<file path="config.mk">
export PLATFORM = sky130hd
export DESIGN_NAME = tcs_transmit_control_status
export DESIGN_NICKNAME = d
export VERILOG_FILES = /design/src/common/tcs_pkg.sv /design/src/hdl/tcs_slot_timer.sv /design/src/hdl/tcs_transmit_control_status.sv
export SDC_FILE = /design/constraint.sdc
export NUM_CORES = 1
export LEC_CHECK = 0
export BUFFER_PORTS_ARGS = -buffer_cell sky130_fd_sc_hd__buf_2
export CORE_UTILIZATION = 40
export DETAILED_ROUTE_END_ITERATION = 8
export PLACE_DENSITY = 0.7
export SETUP_SLACK_MARGIN = 0.05
export SYNTH_ARGS = -nofsm -noshare
export SYNTH_HDL_FRONTEND = slang
export SYNTH_SLANG_ARGS = --single-unit
</file>
<file path="constraint.sdc">
create_clock -name clk_i -period 1.6 [get_ports clk_i]
set_input_delay 0.08 -clock clk_i [delete_from_list [all_inputs] [get_ports clk_i]]
set_output_delay 0.08 -clock clk_i [all_outputs]
set_load 0.05 [all_outputs]
</file>
<file path="src/common/tcs_pkg.sv">
/*
 Package of the transmit control and status register block: offsets,
 bit positions, reset values and slot time.
 Assumes a 20 MHz system clock.
*/
`default_nettype none

package tcs_pkg;

   // ==========================================================
   // Register map
   localparam logic [5:0] TCS_REG_OFFSET = 6'h03;
   localparam logic [5:0] TCS_LINK_OFFSET = 6'h3f;

   // ==========================================================
   // Bit positions
   localparam int PROG_INT_BIT = 15;
   localparam int LATE_SEL_BIT = 14;
   localparam int CRC_INH_BIT = 13;
   localparam int EXDEF_DIS_BIT = 12;
   localparam int EXDEF_BIT = 10;
   localparam int DEFER_BIT = 9;
   localparam int NOCRS_BIT = 8;
   localparam int CRSLOST_BIT = 7;
   localparam int EXCOL_BIT = 6;
   localparam int LATECOL_BIT = 5;
   localparam int MONBAD_BIT = 3;
   localparam int UNDERRUN_BIT = 2;
   localparam int BCMISS_BIT = 1;
   localparam int SENTOK_BIT = 0;

   // ==========================================================
   // Masks and reset value
   localparam logic [15:0] MODE_MASK = 16'hf000;
   localparam logic [15:0] STATUS_MASK = 16'h07ef;
   localparam logic [15:0] WB_CLEAR_MASK = 16'h0220;
   localparam logic [15:0] START_CLEAR_MASK = 16'h04c2;
   localparam logic [15:0] HW_RESET_VALUE = 16'h0101;

   // ==========================================================
   // Timing
   localparam int CLK_HZ = 20_000_000;
   localparam int SLOT_TIME_NS = 51_200;
   localparam int SLOT_CYCLES = (SLOT_TIME_NS / 50);
   localparam int MAX_COLLISIONS = 16;
   localparam int COLL_W = 5;

endpackage : tcs_pkg

`default_nettype wire

</file>
<file path="src/hdl/tcs_slot_timer.sv">
/*
 Slot timer: counts cycles from a chosen start point of the frame and
 flags when one slot time has passed.
 Assumes start pulses come from the same clock domain.
*/
`timescale 1ns/100ps
`default_nettype none

module tcs_slot_timer
#(
   parameter int SLOT_CYCLES = tcs_pkg::SLOT_CYCLES
)
(
   input wire logic clk_i,
   input wire logic rst_n_i,
   input wire logic start_i,
   input wire logic stop_i,
   output logic expired_o
);

   logic [11:0] count_reg;
   logic [11:0] count_next;
   logic run_reg;
   logic run_next;
   logic expired_reg;
   logic expired_next;

   // ==========================================================
   // Counter next state
   always_comb
   begin
      count_next = count_reg;
      run_next = run_reg;
      expired_next = expired_reg;
      if (stop_i)
      begin
         run_next = 1'b0;
         expired_next = 1'b0;
      end
      else if (start_i)
      begin
         run_next = 1'b1;
         expired_next = 1'b0;
         count_next = 12'h0000;
      end
      else if (run_reg)
      begin
         if (count_reg == 12'(SLOT_CYCLES - 1))
         begin
            run_next = 1'b0;
            expired_next = 1'b1;
         end
         else
         begin
            count_next = count_reg + 12'h0001;
         end
      end
   end

   // Counter registers
   always_ff @(posedge clk_i)
   begin
      if (!rst_n_i)
      begin
         count_reg <= 12'h0000;
         run_reg <= 1'b0;
         expired_reg <= 1'b0;
      end
      else
      begin
         count_reg <= count_next;
         run_reg <= run_next;
         expired_reg <= expired_next;
      end
   end

   assign expired_o = expired_reg;

endmodule : tcs_slot_timer

`default_nettype wire

</file>
<file path="src/hdl/tcs_transmit_control_status.sv">
/*
 Transmit control and status register of the transmit unit. Latches
 mode bits at frame start, gathers per-frame status, builds the
 descriptor status word and applies write-back and start clears.
 Assumes frame events are single-cycle pulses on clk_i, and the link
 level inputs carrier_sense_i and collision_i come from pins.
*/
// Added by the designer: the strobed register port.
`timescale 1ns/100ps
`default_nettype none

module tcs_transmit_control_status
(
   input wire logic clk_i,
   input wire logic rst_n_i,
   input wire logic soft_reset_i,
   input wire logic [5:0] addr_i,
   input wire logic [15:0] wdata_i,
   input wire logic wr_i,
   input wire logic rd_i,
   output logic [15:0] rdata_o,
   input wire logic tx_start_i,
   input wire logic [15:0] descriptor_config_word_i,
   input wire logic sfd_sent_i,
   input wire logic tx_end_i,
   input wire logic deferred_i,
   input wire logic excess_deferral_i,
   input wire logic monitored_bad_i,
   input wire logic byte_count_mismatch_i,
   input wire logic fifo_empty_i,
   input wire logic bus_granted_i,
   input wire logic carrier_sense_i,
   input wire logic collision_i,
   input wire logic status_written_i,
   output logic [15:0] descriptor_status_word_o,
   output logic status_write_o,
   output logic tx_abort_o,
   output logic append_fcs_o
);

   // ==========================================================
   // Pin synchronisers
   logic crs_meta_reg;
   logic crs_sync_reg;
   logic col_meta_reg;
   logic col_sync_reg;
   logic col_last_reg;
   logic col_edge;

   always_ff @(posedge clk_i)
   begin
      if (!rst_n_i)
      begin
         crs_meta_reg <= 1'b0;
         crs_sync_reg <= 1'b0;
         col_meta_reg <= 1'b0;
         col_sync_reg <= 1'b0;
         col_last_reg <= 1'b0;
      end
      else
      begin
         crs_meta_reg <= carrier_sense_i;
         crs_sync_reg <= crs_meta_reg;
         col_meta_reg <= collision_i;
         col_sync_reg <= col_meta_reg;
         col_last_reg <= col_sync_reg;
      end
   end

   // Collision start, one pulse per collision
   assign col_edge = col_sync_reg & ~col_last_reg;

   // ==========================================================
   // Late collision slot timer
   logic slot_expired;
   logic timer_start;
   logic [15:0] tcs_reg;

   // Select set: count from preamble, clear: from delimiter, new at start
   assign timer_start =
      (tx_start_i & descriptor_config_word_i[tcs_pkg::LATE_SEL_BIT])
      | (sfd_sent_i & ~tcs_reg[tcs_pkg::LATE_SEL_BIT]);

   tcs_slot_timer #(.SLOT_CYCLES(tcs_pkg::SLOT_CYCLES)) u_slot
   (
      .clk_i(clk_i),
      .rst_n_i(rst_n_i),
      .start_i(timer_start),
      .stop_i(tx_end_i),
      .expired_o(slot_expired)
   );

   // ==========================================================
   // Register state
   logic [15:0] tcs_next;
   logic [4:0] coll_reg;
   logic [4:0] coll_next;
   logic active_reg;
   logic active_next;
   logic abort_reg;
   logic abort_next;
   logic crs_seen_reg;
   logic crs_seen_next;
   logic crs_lost_reg;
   logic crs_lost_next;
   logic after_sfd_reg;
   logic after_sfd_next;
   logic [15:0] status_word_reg;
   logic [15:0] status_word_next;
   logic status_write_reg;
   logic status_write_next;
   logic [15:0] rdata_reg;
   logic [15:0] rdata_next;

   // Status update, mode latch and clears
   always_comb
   begin
      tcs_next = tcs_reg;
      coll_next = coll_reg;
      active_next = active_reg;
      abort_next = 1'b0;
      crs_seen_next = crs_seen_reg;
      crs_lost_next = crs_lost_reg;
      after_sfd_next = after_sfd_reg;
      status_word_next = status_word_reg;
      status_write_next = 1'b0;
      // Soft reset leaves all bits alone
      if (soft_reset_i)
      begin
         tcs_next = tcs_reg;
      end
      // Host writes reach the mode bits only
      if (wr_i && addr_i == tcs_pkg::TCS_REG_OFFSET)
      begin
         tcs_next = (tcs_reg & ~tcs_pkg::MODE_MASK)
                    | (wdata_i & tcs_pkg::MODE_MASK);
      end
      // Write-back done
      if (status_written_i)
      begin
         tcs_next = tcs_next & ~tcs_pkg::WB_CLEAR_MASK;
      end
      if (tx_start_i)
      begin
         tcs_next = (tcs_next & ~tcs_pkg::MODE_MASK)
                    | (descriptor_config_word_i & tcs_pkg::MODE_MASK);
         tcs_next = tcs_next & ~tcs_pkg::START_CLEAR_MASK;
         tcs_next[tcs_pkg::UNDERRUN_BIT] = 1'b0;
         tcs_next[tcs_pkg::NOCRS_BIT] = 1'b1;
         coll_next = 5'h00;
         active_next = 1'b1;
         crs_seen_next = 1'b0;
         crs_lost_next = 1'b0;
         after_sfd_next = 1'b0;
      end
      else if (active_reg)
      begin
         if (sfd_sent_i)
         begin
            after_sfd_next = 1'b1;
         end
         // Carrier watched from the delimiter to the last byte
         if (after_sfd_reg || sfd_sent_i)
         begin
            if (crs_sync_reg)
            begin
               crs_seen_next = 1'b1;
               tcs_next[tcs_pkg::NOCRS_BIT] = 1'b0;
            end
            else
            begin
               crs_lost_next = 1'b1;
            end
         end
         if (deferred_i)
         begin
            tcs_next[tcs_pkg::DEFER_BIT] = 1'b1;
         end
         if (excess_deferral_i && !tcs_reg[tcs_pkg::EXDEF_DIS_BIT])
         begin
            tcs_next[tcs_pkg::EXDEF_BIT] = 1'b1;
            abort_next = 1'b1;
         end
         if (col_edge)
         begin
            coll_next = coll_reg + 5'h01;
            // Later collisions undo the deferral indication
            tcs_next[tcs_pkg::DEFER_BIT] = 1'b0;
            if (slot_expired)
            begin
               tcs_next[tcs_pkg::LATECOL_BIT] = 1'b1;
            end
            if (coll_reg == 5'(tcs_pkg::MAX_COLLISIONS - 1))
            begin
               tcs_next[tcs_pkg::EXCOL_BIT] = 1'b1;
               abort_next = 1'b1;
            end
         end
         if (fifo_empty_i && !bus_granted_i)
         begin
            tcs_next[tcs_pkg::UNDERRUN_BIT] = 1'b1;
            abort_next = 1'b1;
         end
         if (tx_end_i)
         begin
            active_next = 1'b0;
            // Monitoring is meaningless with CRC inhibited
            tcs_next[tcs_pkg::MONBAD_BIT] = monitored_bad_i
               & ~tcs_reg[tcs_pkg::CRC_INH_BIT];
            tcs_next[tcs_pkg::BCMISS_BIT] = byte_count_mismatch_i;
            tcs_next[tcs_pkg::CRSLOST_BIT] = crs_lost_reg | ~crs_seen_reg;
            tcs_next[tcs_pkg::SENTOK_BIT] =
               ~(tcs_next[tcs_pkg::EXCOL_BIT]
                 | tcs_next[tcs_pkg::UNDERRUN_BIT]
                 | tcs_next[tcs_pkg::EXDEF_BIT]
                 | byte_count_mismatch_i);
            status_word_next = {coll_next[3:0], 1'b0,
               tcs_next[10:0] & tcs_pkg::STATUS_MASK[10:0]};
            status_write_next = 1'b1;
         end
      end
      // Read data one cycle later, unmapped reads as zero
      rdata_next = 16'h0000;
      if (rd_i && addr_i == tcs_pkg::TCS_REG_OFFSET)
      begin
         rdata_next = tcs_reg & (tcs_pkg::MODE_MASK | tcs_pkg::STATUS_MASK);
      end
   end

   // Registers, hardware reset value
   always_ff @(posedge clk_i)
   begin
      if (!rst_n_i)
      begin
         tcs_reg <= tcs_pkg::HW_RESET_VALUE;
         coll_reg <= 5'h00;
         active_reg <= 1'b0;
         abort_reg <= 1'b0;
         crs_seen_reg <= 1'b0;
         crs_lost_reg <= 1'b0;
         after_sfd_reg <= 1'b0;
         status_word_reg <= 16'h0000;
         status_write_reg <= 1'b0;
         rdata_reg <= 16'h0000;
      end
      else
      begin
         tcs_reg <= tcs_next;
         coll_reg <= coll_next;
         active_reg <= active_next;
         abort_reg <= abort_next;
         crs_seen_reg <= crs_seen_next;
         crs_lost_reg <= crs_lost_next;
         after_sfd_reg <= after_sfd_next;
         status_word_reg <= status_word_next;
         status_write_reg <= status_write_next;
         rdata_reg <= rdata_next;
      end
   end

   // ==========================================================
   // Outputs
   assign rdata_o = rdata_reg;
   assign descriptor_status_word_o = status_word_reg;
   assign status_write_o = status_write_reg;
   assign tx_abort_o = abort_reg;
   assign append_fcs_o = ~tcs_reg[tcs_pkg::CRC_INH_BIT];

   // ==========================================================
   // Checks
   chk_start_mode: assert property (@(posedge clk_i) disable iff (!rst_n_i)
      tx_start_i |=> tcs_reg[15:12] == $past(descriptor_config_word_i[15:12]))
      else $error("mode bits not latched");
   chk_start_clear: assert property (@(posedge clk_i) disable iff (!rst_n_i)
      tx_start_i |=> tcs_reg[8] && !tcs_reg[10] && !tcs_reg[7]
                     && !tcs_reg[6] && !tcs_reg[1])
      else $error("start clear wrong");
   chk_wb_clear: assert property (@(posedge clk_i) disable iff (!rst_n_i)
      status_written_i && !tx_start_i && !active_reg
      |=> !tcs_reg[9] && !tcs_reg[5])
      else $error("write-back clear missing");
   chk_end_write: assert property (@(posedge clk_i) disable iff (!rst_n_i)
      active_reg && tx_end_i && !tx_start_i |=> status_write_o
      ##1 !status_write_o)
      else $error("status write missing");
   chk_word_flags: assert property (@(posedge clk_i) disable iff (!rst_n_i)
      status_write_o |-> descriptor_status_word_o[10:0]
                         == (tcs_reg[10:0] & 11'h7ef))
      else $error("status word mismatch");
   chk_fcs_mode: assert property (@(posedge clk_i) disable iff (!rst_n_i)
      append_fcs_o != tcs_reg[13])
      else $error("fcs append wrong");
   chk_underrun_abort: assert property (@(posedge clk_i)
      disable iff (!rst_n_i)
      active_reg && !tx_start_i && fifo_empty_i && !bus_granted_i
      |=> tx_abort_o && tcs_reg[2])
      else $error("underrun not flagged");
   chk_hold_soft: assert property (@(posedge clk_i) disable iff (!rst_n_i)
      soft_reset_i && !active_reg && !tx_start_i && !wr_i
      && !status_written_i |=> $stable(tcs_reg))
      else $error("soft reset altered reg");
   chk_excess_coll: assert property (@(posedge clk_i) disable iff (!rst_n_i)
      active_reg && !tx_start_i && col_edge && coll_reg == 5'h0f
      |=> tx_abort_o && tcs_reg[6])
      else $error("sixteenth collision missed");

endmodule : tcs_transmit_control_status

`default_nettype wire

</file>
# --- Word-level counts from Yosys, hierarchy flattened ---
# Cells that the tools add are included.
totals:
  reg_bits: 76
  inputBits: 55
classes:
  addsub: 2
  eq_ne: 4
  mux: 41
  bitwise: 21
  reduce_logical: 20
ops:
  columns: ["operator", "n"]
  rows:
  - ["$mux W12", 3]
  - ["$or A12 B16 Y16", 2]
  - ["$mux W1", 26]
  - ["$mux W16", 1]
  - ["$add A12 B1 Y12 const B", 1]
  - ["$eq A12 B10 Y1 const B", 1]
  - ["$mux W4", 3]
  - ["$reduce_and A3 Y1", 4]
  - ["$mux W10", 1]
  - ["$mux W5", 2]
  - ["$not A1 Y1", 10]
  - ["$mux W2", 4]
  - ["$reduce_and A2 Y1", 4]
  - ["$eq A6 B2 Y1 const B", 1]
  - ["$mux W6", 1]
  - ["$reduce_or A3 Y1", 2]
  - ["$add A5 B1 Y5 const B", 1]
  - ["$eq A5 B4 Y1 const B", 1]
  - ["$or A1 B1 Y1", 5]
  - ["$and A1 B1 Y1", 4]
  - ["$logic_and A1 B1 Y1", 4]
  - ["$reduce_or A2 Y1", 2]
  - ["$logic_not A1 Y1", 2]
  - ["$ne A2 B2 Y1 const B", 1]
  - ["2 further kinds", 2]

# --- Longest topological paths before layout ---
# Gate-level depths: netlist of the first run.
logic_depth:
  depth_word: 15
  depth_mapped: 6
  ltp_nobuf: 6

# --- Hierarchy ---
# A second synthesis of the first run with hierarchy kept.
hier_totals:
  hier_cells: 326
  hier_area_um2: 2975.4
modules_own_cells:
  columns: ["module", "n_inst", "cells_per_inst", "area_per_inst_um2", "seq_area_each_um2"]
  rows:
  - ["tcs_transmit_control_status", 1, 235, 2175.8, 1161.1]
  - ["tcs_slot_timer", 1, 91, 799.5, 280.3]

# --- Worst setup path before layout of the first run ---
# Ideal clock, no wire load.
synth_path:
  kind: "register -> register"
  startpoint: "register u_slot.count_reg[0]"
  endpoint: "register u_slot.count_reg[11]"
  setup_time_ns: 0.071
  arrival_ns: 1.378
  setup_slack_ns: 0.151
  stages_incl_launch_ff: 5
  path_cell_list: "dfxtp_1 ha_1 a41o_1 or4_1 a21oi_1"
synth_via:
  elab_chain_cells: 4
  elab_cells_between_ends: 7
  cone_classes: "1 x add/sub; 2 x eq/ne; 3 x mux; 1 x reduce/logical"
synth_lines:
  columns: ["element", "line_no", "text"]
  rows:
  - ["start: declaration", "tcs_slot_timer.sv:21", "logic [11:0] count_reg;"]
  - ["start signal: assignment", "tcs_slot_timer.sv:71", "count_reg <= count_next;"]
  - ["$add A12 B1 Y12", "tcs_slot_timer.sv:55", "count_next = count_reg + 12'h0001;"]
  - ["$mux W12", "tcs_slot_timer.sv:48", "if (count_reg == 12'(SLOT_CYCLES - 1))"]
  - ["$mux W12", "tcs_slot_timer.sv:46", "else if (run_reg)"]
  - ["$mux W12", "tcs_slot_timer.sv:40", "else if (start_i)"]
# Several ways; a longest one is shown, not always the timed one. The select of a mux whose other input is x is not followed.
# A chain may end at the register's enable or synchronous reset.

# --- Worst setup path in the final report of the first run ---
layout_path:
  startpoint: "register u_slot.count_reg[8]"
  endpoint: "register u_slot.count_reg[3]"
layout_via:
  elab_chain_cells: 3
layout_lines:
  columns: ["element", "line_no"]
  rows:
  - ["$eq A12 B10 Y1", "tcs_slot_timer.sv:48"]
  - ["$ne A2 B2 Y1 (no line)", null]
  - ["$reduce_and A3 Y1 (no line)", null]
# No other way between the ends.

==> summary.md, run 1 <==
| Metric | Value |
|---|---|
| Max Transition Viols Final | 0 |
| Synth Area in Simple Gates | 23.8% |
| Worst Path Required | 1.87 ns |
| Pwr dens | 964 nW/um^2 |
| Most frequent cells in the layout | 69 x dfxtp_1, 60 x buf_2, 29 x nand2_1 |
| Complex-gate fraction of the synthesized area | 15.5% |
| Hold_ws | 0.0190 ns |
| Final min period | 1.49 ns |
| CTS Buffer Depth | 2 |
| N_diodes | 0 |
| Mapped Area | 2870 um^2 |
| Reg2reg setup slack | 0.11 ns |
| FP Rows | 30 |
| Final nets | 464 |
| Grt ovf | 0 |
| Clock power frac | 40.1% |
| Status | finished clean |
| DP HPWL | 4.59 mm |
| Min-Delay Path Class | in2reg |
| Hold EP | rdata_o[13] |
| # H-tree levels | 3 |
| Remaining DRCs | 0 |
| VDD IR-drop max | 0.000547 V |
| Area growth, synth to finish | 30.3% |
| Routed wire length per instance | 13.0 um |
| Worst flop-to-flop path startpoint | u_slot.count_reg[8] |
| HP Start | addr_i[0] |
| Initial antenna violation count | 0 |
| CP Class | reg2reg |
| Setup TNS | 0 ns |
| Largest net degree at the start of global routing | 26 |
| Core area | 6870 um^2 |
| Critical Path Sink Type | flop |
| Area contributors post-synth | dfxtp_1 50%, and2_1 4.6%, a21oi_1 4.2% |
| Area share of the largest cell type after synthesis | 50.2% |
| Flop pwr share | 51.1% |
| ANT nets after route | 0 |
| Reg2reg end | u_slot.count_reg[3] |
| Setup bufs post-CTS | 0 |
| Synthesis-stage register bit count | 72 |
| Combinational power share | 8.8% |
| Number of synthesized flops with an enable pin | 0 |
| Count of cell types in the netlist | 47 |
| CTS root buffer | clkbuf_8 |
| Pint | 2.70 mW |
| Vias in the first global route | 2291 |
| Max Clock Skew | 0.0102 ns |
| Crit share post-route | 93.1% |
| Initial Util | 41.8% |
| Die Wd | 86.8 um |
| R2R depth | 4 |
| Vias per cell | 5.02 |
| Crit path DAT | 1.76 ns |
| CTS Sinks | 72 |
| Synth warn | 0 |
| Iteration-0 DRC Markers | 137 |
| CTS buffer count | 9 |
| Setup Viol. Count Final | 0 |
| GRT Overall Usage | 18.0% |
| Sw Share | 25.2% |
| Switching power | 911 uW |
| Port buffer count | 60 |
| Die Y | 86.8 um |
| Synthesized area per cell | 9.07 um^2 |
| Max Cap Viol | 0 |
| Final GP Congestion | 0.850 |
| Mapped Cells | 317 |
| Fraction of registers with async set/reset | 0% |
| Fin. Hold Viols | 0 |
| TritonCTS clock tree | done |
| Clk_lat worst skew | 0.33 ns |
| Fmax | 671 MHz |
| Sequential area share after synthesis | 50.2% |
| Clk pin slew, worst setup/hold paths | 0.08 ns |
| RSZ-0062 raised after global routing | true |
| First drt pass iteration count | 4 |
| Synth Flop Type | dfxtp_1 |
| Worst Setup SP | u_slot.count_reg[8] |
| First-pass GRT wire length | 10.4 mm |
| Synth Area in Adders | 1.31% |
| Proportion of synthesized area in mux cells | 2.79% |
| Routed WL | 6.59 mm |
| Commonest non-fill, non-tap cell in the layout | dfxtp_1 |
| Worst Setup Start Kind | flop |
| Crit Path Max Fanout | 7 |
| Via count | 2545 |
| Ports | 90 |
| Yosys top cell by area | dfxtp_1 |
| Main combinational cell family by area after synthesis | simple AND/OR/NAND/NOR gates |
| P_leak | 1.55 nW |
| Die Area | 7530 um^2 |
| Worst Hold Depth | 3 |
| Fill count | 638 |
| Share of cells above drive strength 1 | 29.7% |
| XOR/XNOR share of the synthesized area | 1.83% |
repair_timing:
action,in CTS,in global routing
hold endpoints to repair,4,0
endpoints found under the setup margin,8,10
gates resized for setup,3,13
cloned,0,1
pin swaps,0,8
hold buffers,4,0
per-stage QoR:
step	instances	worst slack, ns	utilization (%)	total power [mW]	cell area [um^2]
2_1_floorplan	320	0.151	-	2.09	2890
3_3_place_gp	486	0.0461	49.8	2.19	3420
3_5_place_dp	486	-0.0237	49.8	2.19	3420
4_1_cts	506	0.0484	53.6	3.65	3680
5_1_grt	507	0.0450	54.5	3.76	3740
6_report	507	0.110	54.5	3.61	3740
cells by family after synthesis:
| logic type | count (synthesis) |
|---|---|
| fa+ha+maj | 3 |
| compound gates | 69 |
| mux | 8 |
| flops | 72 |
| buf+inv | 28 |
| xor+xnor | 6 |
| simple gates | 130 |
| other cells | 1 |
area by class of cell:
class / instances / area (um^2) / share of cell area (%)
clock inverters: 6 / 66.3 / 1.77
flip-flops and latches: 72 / 1450 / 38.6
well taps: 96 / 120 / 3.21
inverters: 11 / 41.3 / 1.10
repair buffers: 91 / 543 / 14.5
multi-input cells: 221 / 1390 / 37.2
clock buffers: 10 / 138 / 3.68
power by group through the flow:
stage                     Combinational [mW]  Clock (mW)  Sequential (mW)
after global routing                   0.345        1.57             1.85
after floorplan                        0.160           0             1.93
after detailed placement               0.304           0             1.89
final                                  0.319        1.45             1.85
after CTS                              0.314        1.49             1.85
after global placement                 0.299           0             1.89
cells in the mapped netlist, drive strengths merged (2+ instances only):
library cell / n
a211oi: 3
dfxtp: 72
a21oi: 24
nand2b: 3
ha: 3
nor2: 23
or2: 2
o21ai: 13
nand3: 18
o31ai: 7
and4: 3
nor2b: 6
a31oi: 2
nand4: 4
a311oi: 2
inv: 10
or4: 6
buf: 8
o211a: 4
nor3: 5
nor3b: 2
a21o: 2
and2: 21
mux2i: 8
nand2: 29
a21boi: 6
nand3b: 4
clkbuf: 9
and3: 2
xor2: 5
worst max-delay path by stage:
stage / slack, ns / cells past startpoint / to
3_3_place_gp: 0.05 / 4 / u_slot.count_reg[9]
4_1_cts: 0.05 / 4 / u_slot.count_reg[5]
2_1_floorplan: 0.15 / 4 / u_slot.count_reg[11]
6_report: 0.11 / 4 / u_slot.count_reg[3]
5_1_grt: 0.05 / 5 / u_slot.count_reg[2]
3_5_place_dp: -0.02 / 4 / u_slot.count_reg[5]
metal layers:
metal  share of wire, %  vias up  global-route usage, %
li1                   -     1282                      -
met5                  0        -                      0
met4                1.0        0                   8.18
met3                5.8        4                   4.57
met2                 45       81                   28.9
met1                 48     1178                   22.6
critical path, cell delays in order (launching register included):
cell and delay, ns:
dfxtp_1 0.32, and4_4 0.19, a41o_4 0.30, or4_1 0.47
a21oi_1 0.14
Power figures use the tool's default switching activity.
==> run 2: changes to the inputs <==
--- a/config.mk
+++ b/config.mk
@@ -7,6 +7,7 @@
 export LEC_CHECK = 0
 export BUFFER_PORTS_ARGS = -buffer_cell sky130_fd_sc_hd__buf_2
 export CORE_UTILIZATION = 40
+export CTS_BUF_LIST = sky130_fd_sc_hd__clkbuf_2
 export DETAILED_ROUTE_END_ITERATION = 8
 export PLACE_DENSITY = 0.7
 export SETUP_SLACK_MARGIN = 0.05
==> summary.md, run 2 (synthesis gave the netlist of run 1 again) <==
| Metric | Value |
|---|---|
| Vias per cell | 5.02 (about the same) |
| Crit Path Max Fanout | 6 (-1) |
| First drt pass iteration count | 5 (+1) |
| CTS Sinks | 72 (unchanged) |
| P_leak | 1.64 nW (+6.4%) |
| Cell family contributing the most delay on the critical path | simple AND/OR/NAND/NOR gates |
| Switching power | 886 uW (-2.8%) |
| Clock power frac | 31.2% (-8.9 points) |
| TritonCTS clock tree | done |
| Pwr Total | 3.22 mW (-11%) |
| Routed wire length per instance | 13.1 um (+1.1%) |
| Fmax | 651 MHz (-3.0%) |
| Remaining DRCs | 0 (unchanged) |
| Final GP Congestion | 0.850 (unchanged) |
| Initial Util | 41.8% (unchanged) |
| Register area | 1450 um^2 (+0.43%) |
| Worst Setup SP | u_slot.count_reg[8] |
| Core area | 6870 um^2 (unchanged) |
| Critical Path Sink Type | flop |
| Sw Share | 27.5% (+2.3 points) |
| CTS buffer count | 9 (unchanged) |
| Grt ovf | 0 (unchanged) |
| Die Y | 86.8 um (unchanged) |
| DP HPWL | 4.59 mm (unchanged) |
| Routed WL | 7.01 mm (+6.3%) |
| Crit share post-route | 96.0% (+2.8 points) |
| Slew HR | 63.8% |
| Vias in the first global route | 2398 (+4.7%) |
| Number of cells after detailed placement | 486 (unchanged) |
| Largest net degree at the start of global routing | 26 (unchanged) |
| Crit-path cells | and4_4, a41o_4, or4_1, a21oi_1 |
| Fin. Hold Viols | 0 (unchanged) |
| VDD IR-drop max | 0.000638 V (+17%) |
| Via count | 2678 (+5.2%) |
| Setup Viol. Count Final | 0 (unchanged) |
| ANT nets after route | 0 (unchanged) |
| Ports | 90 (unchanged) |
| Clk_lat worst skew | 0.48 ns (+0.15 ns) |
| Crit path DAT | 1.96 ns (+0.20 ns) |
| Max Clock Skew | 0.0236 ns (+0.0134 ns) |
| GR Util met2 | 30.7% (+1.8 points) |
| Area growth, synth to finish | 36.4% |
| Worst-margin pin slew | 0.543 ns |
| First-pass GRT wire length | 10.8 mm (+4.2%) |
| RSZ-0062 raised after global routing | true |
| Max Transition Viols Final | 0 (unchanged) |
| Iteration-0 DRC Markers | 156 (+14%) |
| Met1 Track Usage GR | 23.6% (+0.96 points) |
| # H-tree levels | 3 (unchanged) |
| Area after DPL | 3420 um^2 (unchanged) |
| GRT Overall Usage | 18.8% (+0.88 points) |
| Max stage delay on crit path | 0.49 ns (+0.02 ns) |
| Fill count | 623 (-2.4%) |
| Final instance area | 3920 um^2 (+4.6%) |
| Combinational power share | 11.3% (+2.5 points) |
| FP Rows | 30 (unchanged) |
| Worst Path Required | 2.02 ns (+0.15 ns) |
| Share of cells above drive strength 1 | 30.2% (+0.52 points) |
| Status | finished clean |
| Setup ws final | 0.0645 ns (-0.0454 ns) |
| M3 GR Usage | 4.76% (+0.19 points) |
| GRT busiest layer | met2 |
| Die Wd | 86.8 um (unchanged) |
| Most frequent cells in the layout | 64 x dfxtp_1, 60 x buf_2, 32 x buf_4 |
| HP Start | deferred_i |
| Commonest non-fill, non-tap cell in the layout | dfxtp_1 |
| Multi-input logic area | 1400 um^2 (+0.45%) |
| Slowest CP cell | or4_1 |
| Die Area | 7530 um^2 (unchanged) |
| CP Class | reg2reg |
| CTS Buffer Depth | 2 (unchanged) |
| Fin cells | 533 (+5.1%) |
| Pint | 2.33 mW (-14%) |
| Final nets | 490 (+5.6%) |
| Flop pwr share | 57.5% (+6.4 points) |
| Worst flop-to-flop path startpoint | u_slot.count_reg[8] |
| CTS root buffer | clkbuf_2 |
| Pwr dens | 821 nW/um^2 (-15%) |
| Initial antenna violation count | 0 (unchanged) |
| Port buffer count | 60 (unchanged) |
| Hold_ws | 0.0462 ns (+0.0272 ns) |
| N_diodes | 0 (unchanged) |
| Worst Setup Start Kind | flop |
| Sum of buffers and inverters on the critical path | 0 (unchanged) |
| Clk pin slew, worst setup/hold paths | 0.20 ns (+0.12 ns) |
| Max Cap Viol | 0 (unchanged) |
| Min-Delay Path Class | in2reg |
| Final min period | 1.54 ns (+0.0454 ns) |
| Setup Slack @ Placement | -0.0237 ns (unchanged) |
==> run 2: cell count changes in the layout (fill, tap and decap cells not counted), sizes merged <==
cell | previous run | this run
clkinv | 2 | 3
dlymetal6s4s | 0 | 1
buf | 87 | 92
dlygate4sd3 | 4 | 24
clkbuf | 10 | 9
==> run 2: per-layer routing <==
layer	wire length [um]	up-vias
met1	3330	1241
met3	388	9
met2	3190	92
li1	-	1336
met5	0	-
met4	95	0
==> run 2: final timing paths <==
path                          to  slack (ns)  cells past startpoint
max          u_slot.count_reg[5]        0.06                      4
min                   tcs_reg[9]        0.05                      4
max reg2reg  u_slot.count_reg[5]        0.06                      4
min reg2reg         col_sync_reg        0.46                      1
==> run 2: power groups by stage <==
stage | Combinational, mW | Sequential (mW) | Clock (mW)
after floorplan | 0.160 | 1.93 | 0
after global placement | 0.299 | 1.89 | 0
after detailed placement | 0.304 | 1.89 | 0
after CTS | 0.349 | 1.85 | 1.04
after global routing | 0.393 | 1.86 | 1.13
final | 0.365 | 1.85 | 1.00
==> run 2: final cells by class <==
class	count	share of cell area, %
Inverter	11	1.05
Clock inverter	7	1.79
Timing Repair Buffer	117	20.2
Tap cell	96	3.07
Sequential cell	72	37.0
Clock buffer	9	1.15
Multi-Input combinational cell	221	35.7
==> run 2: what timing repair did <==
action                                 in CTS  in global routing
endpoints found under the hold margin      33                  3
setup endpoints to repair                   8                 12
gates resized for setup                     5                 18
setup buffers                               2                  3
hold buffers                               22                  4
pin swaps                                   0                  9
cloned                                      0                  1
==> run 2: metrics by stage <==
step	setup TNS [ns]	utilization (%)
after CTS	0	55.2
after floorplan	0	-
final	0	57.0
after global placement	0	49.8
after detailed placement	-0.0237	49.8
after global routing	0	57.0
==> run 2: worst min-delay path, stage by stage <==
cell	delay, ns
buf_2	0.09
o21bai_1	0.10
o21ai_0	0.13
and2_1	0.11
